--- src/ccg_defines.vh ---
`ifndef CCG_DEFINES_VH
`define CCG_DEFINES_VH
// register indices (byte address is four times the index)
`define CCG_IDX_VREG_TRIM   8'h01
`define CCG_IDX_SYNTH       8'h05
`define CCG_IDX_REFDIV      8'h06
`define CCG_IDX_POSTDIV     8'h07
`define CCG_IDX_CLKSEL      8'h09
`define CCG_IDX_PLLCTL      8'h0A
`define CCG_IDX_FLAGS       8'h0C
`define CCG_IDX_IRCTRIM_HI  8'h18
`define CCG_IDX_IRCTRIM_LO  8'h19
`define CCG_IDX_OSCCTL      8'h1A
`define CCG_IDX_GUARD       8'h1B
`define CCG_IDX_OSCCTL2     8'h1C
// guard unlock key
`define CCG_GUARD_KEY       8'h26
// reset values
`define CCG_RST_SYNTH       8'h18
`define CCG_RST_REFDIV      8'h00
`define CCG_RST_POSTDIV     8'h03
`define CCG_RST_CLKSEL      8'h80
`define CCG_RST_PLLCTL      8'h00
`define CCG_RST_IRCTRIM_HI  8'h00
`define CCG_RST_IRCTRIM_LO  8'h00
`define CCG_RST_OSCCTL      8'h00
`define CCG_RST_OSCCTL2     8'h00
`define CCG_RST_TRIM_POR    8'h00
// field positions
`define CCG_CLKSEL_PLLSEL   7
`define CCG_OSC_ENABLE      7
`define CCG_FLAG_LOCK       3
`define CCG_FLAG_OSC_STARTED_FLAG      0
`define CCG_TRIM_W          4
// reference frequencies in kHz
`define CCG_VCO_RST_KHZ     50000
`define CCG_IRC_KHZ         1000
`endif

--- src/ccg_clock_mode_guard.v ---
// The Wishbone slave port was left to the implementer.
`include "ccg_defines.vh"

module ccg_clock_mode_guard #(
   parameter TRIM_W = `CCG_TRIM_W
) (
   // clock and resets
   input  wire        clock,
   input  wire        resetn,
   input  wire        por_resetn,
   // wishbone classic slave
   input  wire        wb_cyc_i,
   input  wire        wb_stb_i,
   input  wire        wb_we_i,
   input  wire [7:0]  wb_adr_i,
   input  wire [3:0]  wb_sel_i,
   input  wire [31:0] wb_dat_i,
   output reg  [31:0] wb_dat_o,
   output reg         wb_ack_o,
   // chip status
   input  wire        special_mode,
   input  wire [TRIM_W-1:0] flash_trim,
   input  wire        osc_started_flag,
   input  wire        pll_lock,
   // clock controls to the analog side
   output reg         pll_internal_ref_mode,
   output reg         pll_external_ref_mode,
   output reg         pll_bypass_osc_mode,
   output reg         pll_enable,
   output reg         internal_ref_osc_enable,
   output reg         osc_enable_bit,
   output reg  [7:0]  synth_multiplier,
   output reg  [3:0]  ref_divider_field,
   output reg  [4:0]  post_divider,
   output reg  [TRIM_W-1:0] regulator_trim
);

   // word index taken from the byte address
   // widened to the index constants so case items match in width
   wire [7:0] idx = {2'b00, wb_adr_i[7:2]};
   wire       req = wb_cyc_i & wb_stb_i & ~wb_ack_o;
   wire       wr  = req & wb_we_i & wb_sel_i[0];
   wire [7:0] wd  = wb_dat_i[7:0];

   // clock configuration registers
   reg [7:0] synth_q;
   reg [7:0] refdiv_q;
   reg [7:0] postdiv_q;
   reg [7:0] clksel_q;
   reg [7:0] pllctl_q;
   reg [7:0] irc_hi_q;
   reg [7:0] irc_lo_q;
   reg [7:0] oscctl_q;
   reg [7:0] oscctl2_q;
   reg       guard_q;
   reg [TRIM_W-1:0] trim_q;
   reg       trim_load_q;

   wire cfg_wr = wr & ~guard_q;

   // reset values select internal pll mode
   // multiplier and dividers reset for 50 MHz vco
   // post divider resets to divide by four
   // blocked writes leave contents as they are
   always @(posedge clock or negedge resetn) begin
      if (!resetn) begin
         synth_q   <= `CCG_RST_SYNTH;
         refdiv_q  <= `CCG_RST_REFDIV;
         postdiv_q <= `CCG_RST_POSTDIV;
         clksel_q  <= `CCG_RST_CLKSEL;
         pllctl_q  <= `CCG_RST_PLLCTL;
         irc_hi_q  <= `CCG_RST_IRCTRIM_HI;
         irc_lo_q  <= `CCG_RST_IRCTRIM_LO;
         oscctl_q  <= `CCG_RST_OSCCTL;
         oscctl2_q <= `CCG_RST_OSCCTL2;
      end else if (cfg_wr) begin
         case (idx)
            `CCG_IDX_SYNTH:      synth_q   <= wd;
            `CCG_IDX_REFDIV:     refdiv_q  <= wd;
            `CCG_IDX_POSTDIV:    postdiv_q <= wd;
            `CCG_IDX_CLKSEL:     clksel_q  <= wd;
            `CCG_IDX_PLLCTL:     pllctl_q  <= wd;
            `CCG_IDX_IRCTRIM_HI: irc_hi_q  <= wd;
            `CCG_IDX_IRCTRIM_LO: irc_lo_q  <= wd;
            `CCG_IDX_OSCCTL:     oscctl_q  <= wd;
            `CCG_IDX_OSCCTL2:    oscctl2_q <= wd;
            default: ;
         endcase
      end
   end

   // guard flag resets cleared so boot code can program the clocks
   always @(posedge clock or negedge resetn) begin
      if (!resetn) begin
         guard_q <= 1'b0;
      end else if (wr && idx == `CCG_IDX_GUARD) begin
         guard_q <= (wd != `CCG_GUARD_KEY);
      end
   end

   // trim_q only cleared by power-on reset; system reset
   // just arms a reload from flash once it is released
   always @(posedge clock or negedge por_resetn) begin
      if (!por_resetn) begin
         trim_q <= {TRIM_W{1'b0}};
      end else if (trim_load_q) begin
         trim_q <= flash_trim;
      end else if (wr && idx == `CCG_IDX_VREG_TRIM && special_mode) begin
         trim_q <= wd[TRIM_W-1:0];
      end
   end

   // one-cycle load strobe in the first clock after system reset
   always @(posedge clock or negedge resetn) begin
      if (!resetn) begin
         trim_load_q <= 1'b1;
      end else begin
         trim_load_q <= 1'b0;
      end
   end

   // read multiplexer
   reg [7:0] rd;
   always @* begin
      rd = 8'h00;
      case (idx)
         `CCG_IDX_VREG_TRIM:  rd = {{(8-TRIM_W){1'b0}}, trim_q};
         `CCG_IDX_SYNTH:      rd = synth_q;
         `CCG_IDX_REFDIV:     rd = refdiv_q;
         `CCG_IDX_POSTDIV:    rd = postdiv_q;
         `CCG_IDX_CLKSEL:     rd = clksel_q;
         `CCG_IDX_PLLCTL:     rd = pllctl_q;
         // start-up and lock flags for software polling
         `CCG_IDX_FLAGS:      rd = {4'h0, pll_lock, 2'b00, osc_started_flag};
         `CCG_IDX_IRCTRIM_HI: rd = irc_hi_q;
         `CCG_IDX_IRCTRIM_LO: rd = irc_lo_q;
         `CCG_IDX_OSCCTL:     rd = oscctl_q;
         `CCG_IDX_GUARD:      rd = {7'h00, guard_q};
         `CCG_IDX_OSCCTL2:    rd = oscctl2_q;
         default:             rd = 8'h00;
      endcase
   end

   // bus answer one cycle after the request; unmapped reads give zero
   always @(posedge clock or negedge resetn) begin
      if (!resetn) begin
         wb_ack_o <= 1'b0;
         wb_dat_o <= 32'h00000000;
      end else begin
         wb_ack_o <= req;
         wb_dat_o <= req ? {24'h000000, rd} : 32'h00000000;
      end
   end

   // mode decode from clock select and oscillator enable
   wire pll_sel = clksel_q[`CCG_CLKSEL_PLLSEL];
   wire osc_on  = oscctl_q[`CCG_OSC_ENABLE];

   always @(posedge clock or negedge resetn) begin
      if (!resetn) begin
         pll_internal_ref_mode   <= 1'b1;
         pll_external_ref_mode   <= 1'b0;
         pll_bypass_osc_mode     <= 1'b0;
         pll_enable              <= 1'b1;
         internal_ref_osc_enable <= 1'b1;
         osc_enable_bit          <= 1'b0;
         synth_multiplier        <= `CCG_RST_SYNTH;
         ref_divider_field       <= 4'h0;
         post_divider            <= 5'h03;
         regulator_trim          <= {TRIM_W{1'b0}};
      end else begin
         // internal reference while oscillator is off
         pll_internal_ref_mode <= pll_sel & ~osc_on;
         // external pll mode once oscillator enabled
         // and only after start-up and lock
         pll_external_ref_mode <= pll_sel & osc_on & osc_started_flag
                                  & pll_lock;
         pll_bypass_osc_mode   <= ~pll_sel & osc_on;
         // pll and internal oscillator always run
         pll_enable              <= 1'b1;
         internal_ref_osc_enable <= 1'b1;
         osc_enable_bit          <= osc_on;
         synth_multiplier        <= synth_q;
         ref_divider_field       <= refdiv_q[3:0];
         // bus clock is the pll output divided by the post divider
         post_divider            <= postdiv_q[4:0];
         regulator_trim          <= trim_q;
      end
   end

endmodule

--- config.mk ---
export PLATFORM = sky130hd
export DESIGN_NAME = ccg_clock_mode_guard
export DESIGN_NICKNAME = d
export VERILOG_FILES = /design/src/ccg_clock_mode_guard.v
export VERILOG_INCLUDE_DIRS = /design/src
export SDC_FILE = /design/constraint.sdc
export NUM_CORES = 1
export LEC_CHECK = 0
export BUFFER_PORTS_ARGS = -buffer_cell sky130_fd_sc_hd__buf_2
export CORE_ASPECT_RATIO = 2
export CORE_MARGIN = 3
export CORE_UTILIZATION = 43
export CTS_BUF_LIST = sky130_fd_sc_hd__clkbuf_8
export CTS_CLUSTER_DIAMETER = 40
export DETAILED_ROUTE_END_ITERATION = 12
export GPL_ROUTABILITY_DRIVEN = 1
export PLACE_DENSITY = 0.66
export SLEW_MARGIN = 20
export SYNTH_ARGS = -nofsm -noshare
export SYNTH_HDL_FRONTEND = slang
export SYNTH_SLANG_ARGS = --single-unit
--- constraint.sdc ---
create_clock -name clock -period 3.67 [get_ports clock]
set_input_delay 0.734 -clock clock [delete_from_list [all_inputs] [get_ports clock]]
set_output_delay 0.734 -clock clock [all_outputs]
set_load 0.01 [all_outputs]
==> results.yml, run 1 <==
outcome:
  outcome: "finished, final reports clean"
layout:
  antenna_cells: 0
  area_growth_pct: 11.0
  multiInputGateArea_um2: 1910
  seqCellArea_um2: 2820
  fill_cells: 1011
  drive_above_1_share_pct: 43.0
  fin_nets: 480
synth:
  yosysMostFrequentCell: "dfrtp_1"
  synth_area_um2: 4930
  synth_cell_types: 50
  yosys.area.top_type: "dfrtp_1"
  synth_edf_count: 0
  netlist_instances: 364
  ys_seq_elements: 112
  yosys-top-cells-count: "101 x dfrtp_1, 73 x mux2_2, 27 x buf_4, 14 x mux2i_1, 14 x nand2_1"
  syn_area_per_cell_um2: 13.6
  synth_seq_area_share_pct: 57.1
  dominantRegCellSynth: "dfrtp_1"
  yosysTopAreaCellShare_pct: 51.2
  synth-warning-count: 0
  synth-async-reset-ratio_pct: 100
  synthTopCellsByArea: "dfrtp_1 51%, mux2_2 17%, dfstp_2 5.9%"
grt:
  antenna_found_initial: 0
  grt_pass1_wl_um: 17400
  first_global_vias: 3061
  grt_overflow_total: 0
  grt_use_total_pct: 18.4
  grt_max_degree: 59
clocking:
  ctsResizeCount: 0
  cts_buffers: 9
  hold_buffers: 0
  post_cts_buffers: 0
  cts_tree: "yes"
  root_buffer: "clkbuf_8"
  h-tree-depth: 3
  cts.sinks: 112
  clk_pin_slew_ns: 0.11
  clockBufferDepth: 2
  clk-insertion-delay-late_ns: 0.38
run:
  cap_violations: 0
hold_path:
  hold_path_class: "input pin to asynchronous set/reset pin"
floorplanning:
  core_um2: 11100
  core.rowCount: 54
  die_x_um: 81.7
  initial_utilization_pct: 44.5
  io_pins: 117
  dieHeight_um: 157
  dieArea_um2: 12900
route:
  via_count: 3086
  vias_per_cell: 5.43
  avgRoutedWirePerCell_um: 19.8
  drcViolationCount: 0
  drtPass1Iterations: 4
  postRouteAntennaNets: 0
  wirelength_um: 11200
  initialDrtViolationCount: 215
setup_path:
  rr_worst_depth: 5
  cp.required_ns: 3.93
  critPathMaxFanout: 12
  end_kind: "register"
  start_kind: "input pin"
  criticalPathCategory: "input pin to register"
  arrival_ns: 2.83
sta:
  setup_tns_ns: 0
  hold_viol_final: 0
  fin_ws_ns: 1.10
  skew_ns: 0.0137
  relSlewSlack_pct: 45.9
  setup_viol: 0
  rsz0062_at_grt: "false"
  fmax_mhz: 389
  min_period_over_period_pct: 70.0
  tightest_slew_ns: 0.805
  maxSlewViolCount: 0
  finalCriticalPeriod_ns: 2.57
power:
  peakVddDrop_mv: 0.164
  power_w: 0.00220
  power.leakage_nw: 2.72
  power_density_nw_per_um2: 402
place:
  globalplace.congestion: 0.891
  place_ws_ns: 0.749
  hpwl_um: 8160
  port_buffers: 61
[layer usage]
layer	track usage (%)	vias to the layer above	routed length, µm
met3	2.63	19	617
met2	32.2	118	6140
met4	6.58	0	259
li1	-	1384	-
met1	22.7	1565	4220
met5	0	-	0
[state kept, by name, indices dropped and copies added (netlist names), 4 cells and up]
| register | flops |
|---|---|
| synth_multiplier | 8 |
| ref_divider_field | 4 |
| post_divider | 5 |
| oscctl_q | 8 |
| oscctl2_q | 8 |
| regulator_trim | 4 |
| synth_q | 8 |
| clksel_q | 8 |
| irc_lo_q | 8 |
| postdiv_q | 8 |
| pllctl_q | 8 |
| trim_q | 4 |
| wb_dat_o | 8 |
| irc_hi_q | 8 |
| refdiv_q | 8 |
[kinds of logic (layout without fill, tap and decap cells)]
group / after synthesis / after routing / synth area share [%]
flops: 112 / 112 / 57.1
mux: 96 / 96 / 22.4
simple gates: 59 / 59 / 7.38
compound gates: 48 / 48 / 6.80
buf+inv: 47 / 86 / 6.19
other cells: 2 / 27 / 0.152
[layout make-up]
type                       count  share of cell area [%]
sequential                   112                    51.4
multi-input combinational    230                    34.8
timing repair buffer          67                    6.67
tap                          140                    3.20
clock buffer                   9                    2.26
clock inverter                 7                    1.42
inverter                       3                   0.206
[stage by stage]
stage	instances	utilization [%]	area [µm²]	hold WS (ns)
2_1_floorplan	389	-	5030	0.359
3_3_place_gp	552	47.6	5270	0.367
3_5_place_dp	552	47.6	5270	0.368
4_1_cts	568	49.4	5480	0.122
5_1_grt	568	49.4	5480	0.125
6_report	568	49.4	5480	0.137
[worst max-delay path, stage by stage]
cell and delay [ns]:
buf_2 0.19, and2b_1 0.53, nand2_1 0.29, nor2_2 0.32
nand2_1 0.38, mux2_2 0.39
[power by group]
part,leakage (nW),total [W],switching [W],internal [W]
sequential,1.50,0.00129,0.0000196,0.00127
combinational,1.12,0.000168,0.000109,0.0000595
clock,0.100,0.000742,0.000421,0.000322
[final timing paths]
check | start | to | slack [ns]
worst min-delay path | por_resetn | trim_q[1]$_DFFE_PN0P_ | 0.14
worst max register to register | wb_ack_o$_DFF_PN0_ | synth_q[1]$_DFFE_PN0P_ | 1.32
max in group asynchronous | resetn | postdiv_q[0]$_DFFE_PN1P_ | 2.49
worst min register to register | postdiv_q[0]$_DFFE_PN1P_ | post_divider[0]$_DFF_PN1_ | 0.38
min in group clock | postdiv_q[0]$_DFFE_PN1P_ | post_divider[0]$_DFF_PN1_ | 0.38
worst max-delay path | wb_adr_i[4] | pllctl_q[1]$_DFFE_PN0P_ | 1.10
[cell usage in the layout (no fill, tap or decap), types with 8 or more instances in the layout]
master    count
mux2_4        8
dfrtp_1     101
mux2i_1      14
nand2_1      14
clkbuf_8      9
a22oi_1      10
mux2_2       73
nor2_1       11
a21oi_1      11
dfstp_2      11
conb_1       27
buf_2        60
Note: power is estimated with default switching activity, not from simulation.
==> run 2, diff against run 1 <==
Clock period 3.67 ns to 2.45 ns, I/O delays scaled along.
==> results.yml, run 2 (same netlist as run 1, synthesis figures left out) <==
outcome:
  outcome: "finished, final reports clean"
setup_path:
  arrival_ns: 2.29
  cp.required_ns: 2.71
  criticalPathCategory: "register to register"
  start_kind: "register"
  critPathMaxFanout: 8
  end_kind: "register"
floorplanning:
  die_x_um: 81.7
  core.rowCount: 54
  core_um2: 11100
  io_pins: 117
  dieHeight_um: 157
  dieArea_um2: 12900
  initial_utilization_pct: 44.5
place:
  place_ws_ns: 0.299
  port_buffers: 61
  hpwl_um: 8600
  globalplace.congestion: 0.951
  dp_cells: 584
sta:
  fin_ws_ns: 0.416
  tightest_slew_ns: 0.606
  skew_ns: 0.0187
  maxSlewViolCount: 0
  rsz0062_at_grt: "false"
  min_period_over_period_pct: 83.0
  finalCriticalPeriod_ns: 2.03
  hold_viol_final: 0
  relSlewSlack_pct: 59.6
  setup_viol: 0
  fmax_mhz: 492
  setup_tns_ns: 0
layout:
  postLayoutCoreUtil_pct: 51.8
  final_common_cell: "dfrtp_1"
  instances_no_fill: 601
  mostFrequentLayoutCells: "101 x dfrtp_1, 73 x mux2_2, 60 x buf_2, 37 x buf_4, 27 x conb_1"
  fin_nets: 513
  antenna_cells: 0
  drive_above_1_share_pct: 46.6
  area_growth_pct: 16.4
grt:
  grt_use_total_pct: 18.9
  grt_pass1_wl_um: 17700
  grt_overflow_total: 0
  grt_max_degree: 109
  antenna_found_initial: 0
  first_global_vias: 3231
clocking:
  root_buffer: "clkbuf_8"
  cts_buffers: 9
  clockBufferDepth: 2
  cts_tree: "yes"
  cts.sinks: 112
  h-tree-depth: 3
  clk_pin_slew_ns: 0.11
  post_cts_buffers: 0
  clk-insertion-delay-late_ns: 0.38
route:
  drtPass1Iterations: 4
  vias_per_cell: 5.31
  via_count: 3189
  postRouteAntennaNets: 0
  drcViolationCount: 0
  avgRoutedWirePerCell_um: 19.2
  wirelength_um: 11500
  initialDrtViolationCount: 193
power:
  peakVddDrop_mv: 0.280
  power_w: 0.00332
  power.leakage_nw: 2.88
  power_density_nw_per_um2: 578
hold_path:
  hold_path_class: "input pin to asynchronous set/reset pin"
run:
  cap_violations: 0
-- run 2: worst paths after layout --
check,from,to,slack [ns],depth (start not counted)
max in group asynchronous,resetn,postdiv_q[2]$_DFFE_PN0P_,1.82,2
max reg2reg,wb_ack_o$_DFF_PN0_,postdiv_q[2]$_DFFE_PN0P_,0.42,4
min reg2reg,postdiv_q[1]$_DFFE_PN1P_,post_divider[1]$_DFF_PN1_,0.39,0
min in group clock,flash_trim[0],trim_q[0]$_DFFE_PN0P_,0.33,2
max,wb_ack_o$_DFF_PN0_,postdiv_q[2]$_DFFE_PN0P_,0.42,4
min,resetn,regulator_trim[1]$_DFF_PN0_,0.09,2
-- run 2: final cells by class --
cell class | instances | area (µm²)
Clock buffer | 10 | 138
Clock inverter | 6 | 66.3
Fill cell | 1022 | 5340
Inverter | 3 | 11.3
Multi-Input combinational cell | 230 | 1910
Sequential cell | 112 | 2820
Tap cell | 140 | 175
Timing Repair Buffer | 100 | 628
-- run 2: critical path, stage by stage (launching register included) --
cell     delay, ns
dfrtp_1       0.39
and3b_1       0.31
nand3_1       0.25
or4_4         0.62
mux2_4        0.34
-- run 2: through the flow --
stage | area [µm²] | hold WS (ns)
5_1_grt | 5740 | 0.204
3_3_place_gp | 5530 | 0.295
4_1_cts | 5740 | 0.179
6_report | 5740 | 0.0936
3_5_place_dp | 5530 | 0.302
2_1_floorplan | 5030 | 0.194
-- run 2: report_power, final --
group / switching, W / total (W) / internal, W
clock: 0.000615 / 0.00112 / 0.000505
combinational: 0.000165 / 0.000267 / 0.000102
sequential: 0.0000294 / 0.00193 / 0.00190
-- run 2: repair_timing --
item	CTS	global route
gates resized for setup	0	0
hold endpoints to repair	4	0
hold buffers	1	0
endpoints found under the setup margin	0	0
-- run 2: per-layer routing --
metal  wire length [µm]  track usage (%)  vias up
met5                  0                0        -
met4                357             8.87        0
met3                594             2.98       22
met2               6330             33.5      104
met1               4250             21.6     1620
li1                   -                -     1443
==> run 3, diff against run 2 <==
Settings changed: ABC_AREA set to 1, PLACE_DENSITY 0.66 to 0.69.
Clock period 2.45 ns to 1.8 ns, I/O delays scaled along.
==> results.yml, run 3 <==
route:
  via_count: 3965
  initialDrtViolationCount: 204
  wirelength_um: 12700
  drcViolationCount: 0
  postRouteAntennaNets: 0
  avgRoutedWirePerCell_um: 16.2
  drtPass1Iterations: 5
  vias_per_cell: 5.07
place:
  globalplace.congestion: 0.950
  place_ws_ns: 0.108
  hpwl_um: 9960
  dpl_cell_area_um2: 5560
  port_buffers: 61
floorplanning:
  core_um2: 11400
  dieHeight_um: 159
  io_pins: 117
  core.rowCount: 55
  die_x_um: 82.7
  initial_utilization_pct: 44.3
  dieArea_um2: 13200
synth:
  synth-warning-count: 0
  ys_seq_elements: 112
  yosysMostFrequentCell: "dfrtp_1"
  yosysTopAreaCellShare_pct: 49.9
  yosys.area.top_type: "dfrtp_1"
  syn_area_per_cell_um2: 9.09
  synth_seq_area_share_pct: 55.6
  yosys-top-cells-count: "101 x dfrtp_1, 93 x nand2_1, 91 x nor2_1, 56 x nand3_1, 52 x a21oi_1"
  synth_cell_types: 28
  synth-async-reset-ratio_pct: 100
  synth_area_um2: 5060
  dominantRegCellSynth: "dfrtp_1"
  netlist_instances: 557
  synthTopCellsByArea: "dfrtp_1 50%, nand2_1 6.9%, nor2_1 6.7%"
  synth_edf_count: 0
sta:
  setup_tns_ns: 0
  rsz0062_at_grt: "false"
  fmax_mhz: 610
  fin_ws_ns: 0.161
  skew_ns: 0.0161
  holdWs_ns: 0.222
  min_period_over_period_pct: 91.1
  setup_viol: 0
  maxSlewViolCount: 0
  finalCriticalPeriod_ns: 1.64
  hold_viol_final: 0
clocking:
  clk-insertion-delay-late_ns: 0.38
  cts.sinks: 112
  ctsResizeCount: 0
  cts_buffers: 9
  h-tree-depth: 3
  clockBufferDepth: 2
  cts_tree: "yes"
  root_buffer: "clkbuf_8"
  clk_pin_slew_ns: 0.10
setup_path:
  end_kind: "register"
  crit_cells: 6
  crit_chain: "nand3b_4, nor2_2, nand2_4, nor2_4, nor2_1, a21oi_1"
  crit_path_top_delay_cell: "dfrtp_1"
  criticalPathCategory: "register to register"
  critPathMaxFanout: 16
  cp.required_ns: 2.09
  arrival_ns: 1.93
  critical_path_buf_inv_count: 0
  start_kind: "register"
  critPathMaxStageDelay_ns: 0.39
  rr_worst_depth: 6
  critPathTopFamily: "simple AND/OR/NAND/NOR gates"
outcome:
  outcome: "finished, final reports clean"
power:
  peakVddDrop_mv: 0.402
  power_density_nw_per_um2: 782
  power.leakage_nw: 3.08
grt:
  grt_overflow_total: 0
  grt_use_total_pct: 20.4
  grt_pass1_wl_um: 19800
  grt_max_degree: 40
  first_global_vias: 3965
  antenna_found_initial: 0
hold_path:
  hold_path_class: "input pin to register"
  min_path_cells: 3
layout:
  mostFrequentLayoutCells: "101 x dfrtp_1, 93 x nand2_1, 91 x nor2_1, 60 x buf_2, 56 x nand3_1"
  drive_above_1_share_pct: 22.3
  final_common_cell: "dfrtp_1"
  postLayoutCoreUtil_pct: 50.8
  antenna_cells: 0
  fin_nets: 692
  fill_cells: 1080
  design_area_um2: 5810
  area_growth_pct: 14.7
run:
  cap_violations: 0
==> run 3: layer usage <==
layer  wire length (µm)  global-route usage, %
met1               4370                   21.1
met4                968                   15.9
met5                  0                      0
met3                622                   2.15
met2               6730                   35.6
==> run 3: cells by family (layout without fill, tap and decap cells) <==
kind of cell	after synthesis	count (layout)	share of synthesized area [%]
flops	112	112	55.6
buf+inv	81	139	9.12
simple gates	281	281	26.5
compound gates	81	81	8.57
other cells	2	27	0.148
==> run 3: final timing paths <==
check                                       start                       endpoint  slack [ns]
max                            wb_ack_o$_DFF_PN0_        irc_hi_q[2]$_DFFE_PN0P_        0.16
min                                 flash_trim[1]          trim_q[1]$_DFFE_PN0P_        0.22
max reg2reg                    wb_ack_o$_DFF_PN0_        irc_hi_q[2]$_DFFE_PN0P_        0.16
min reg2reg                synth_q[3]$_DFFE_PN1P_  synth_multiplier[3]$_DFF_PN1_        0.38
max in group asynchronous                  resetn          trim_load_q$_DFF_PN1_        0.72
min in group asynchronous              por_resetn          trim_q[2]$_DFFE_PN0P_        0.31
==> run 3: cell type report <==
class | instances | area [µm²] | area share, %
Tap cell | 142 | 178 | 3.06
Inverter | 38 | 143 | 2.46
Multi-Input combinational cell | 389 | 1880 | 32.4
Clock inverter | 7 | 100 | 1.72
Sequential cell | 112 | 2820 | 48.5
Timing Repair Buffer | 85 | 568 | 9.78
Clock buffer | 9 | 124 | 2.13
==> run 3: worst reg2reg max path: stages, from the launching register on <==
cell	delay [ns]
dfrtp_1	0.39
nand3b_4	0.20
nor2_2	0.21
nand2_4	0.21
nor2_4	0.35
nor2_1	0.07
a21oi_1	0.15
==> run 3: timing repair <==
| item | CTS | global route |
|---|---|---|
| endpoints found under the hold margin | 31 | 0 |
| setup buffers | 0 | 0 |
| hold buffers | 2 | 0 |
==> run 3: through the flow <==
| stage | total power [W] | std cells |
|---|---|---|
| CTS | 0.00458 | 782 |
| floorplan | 0.00279 | 582 |
| finish | 0.00454 | 782 |
| detailed placement | 0.00293 | 764 |
| global route | 0.00472 | 782 |
| global placement | 0.00293 | 764 |
==> run 3: where the power goes <==
group	switching (W)	internal, W
logic	0.000240	0.0000902
registers	0.0000157	0.00254
clock network	0.000853	0.000802
total	0.00111	0.00343
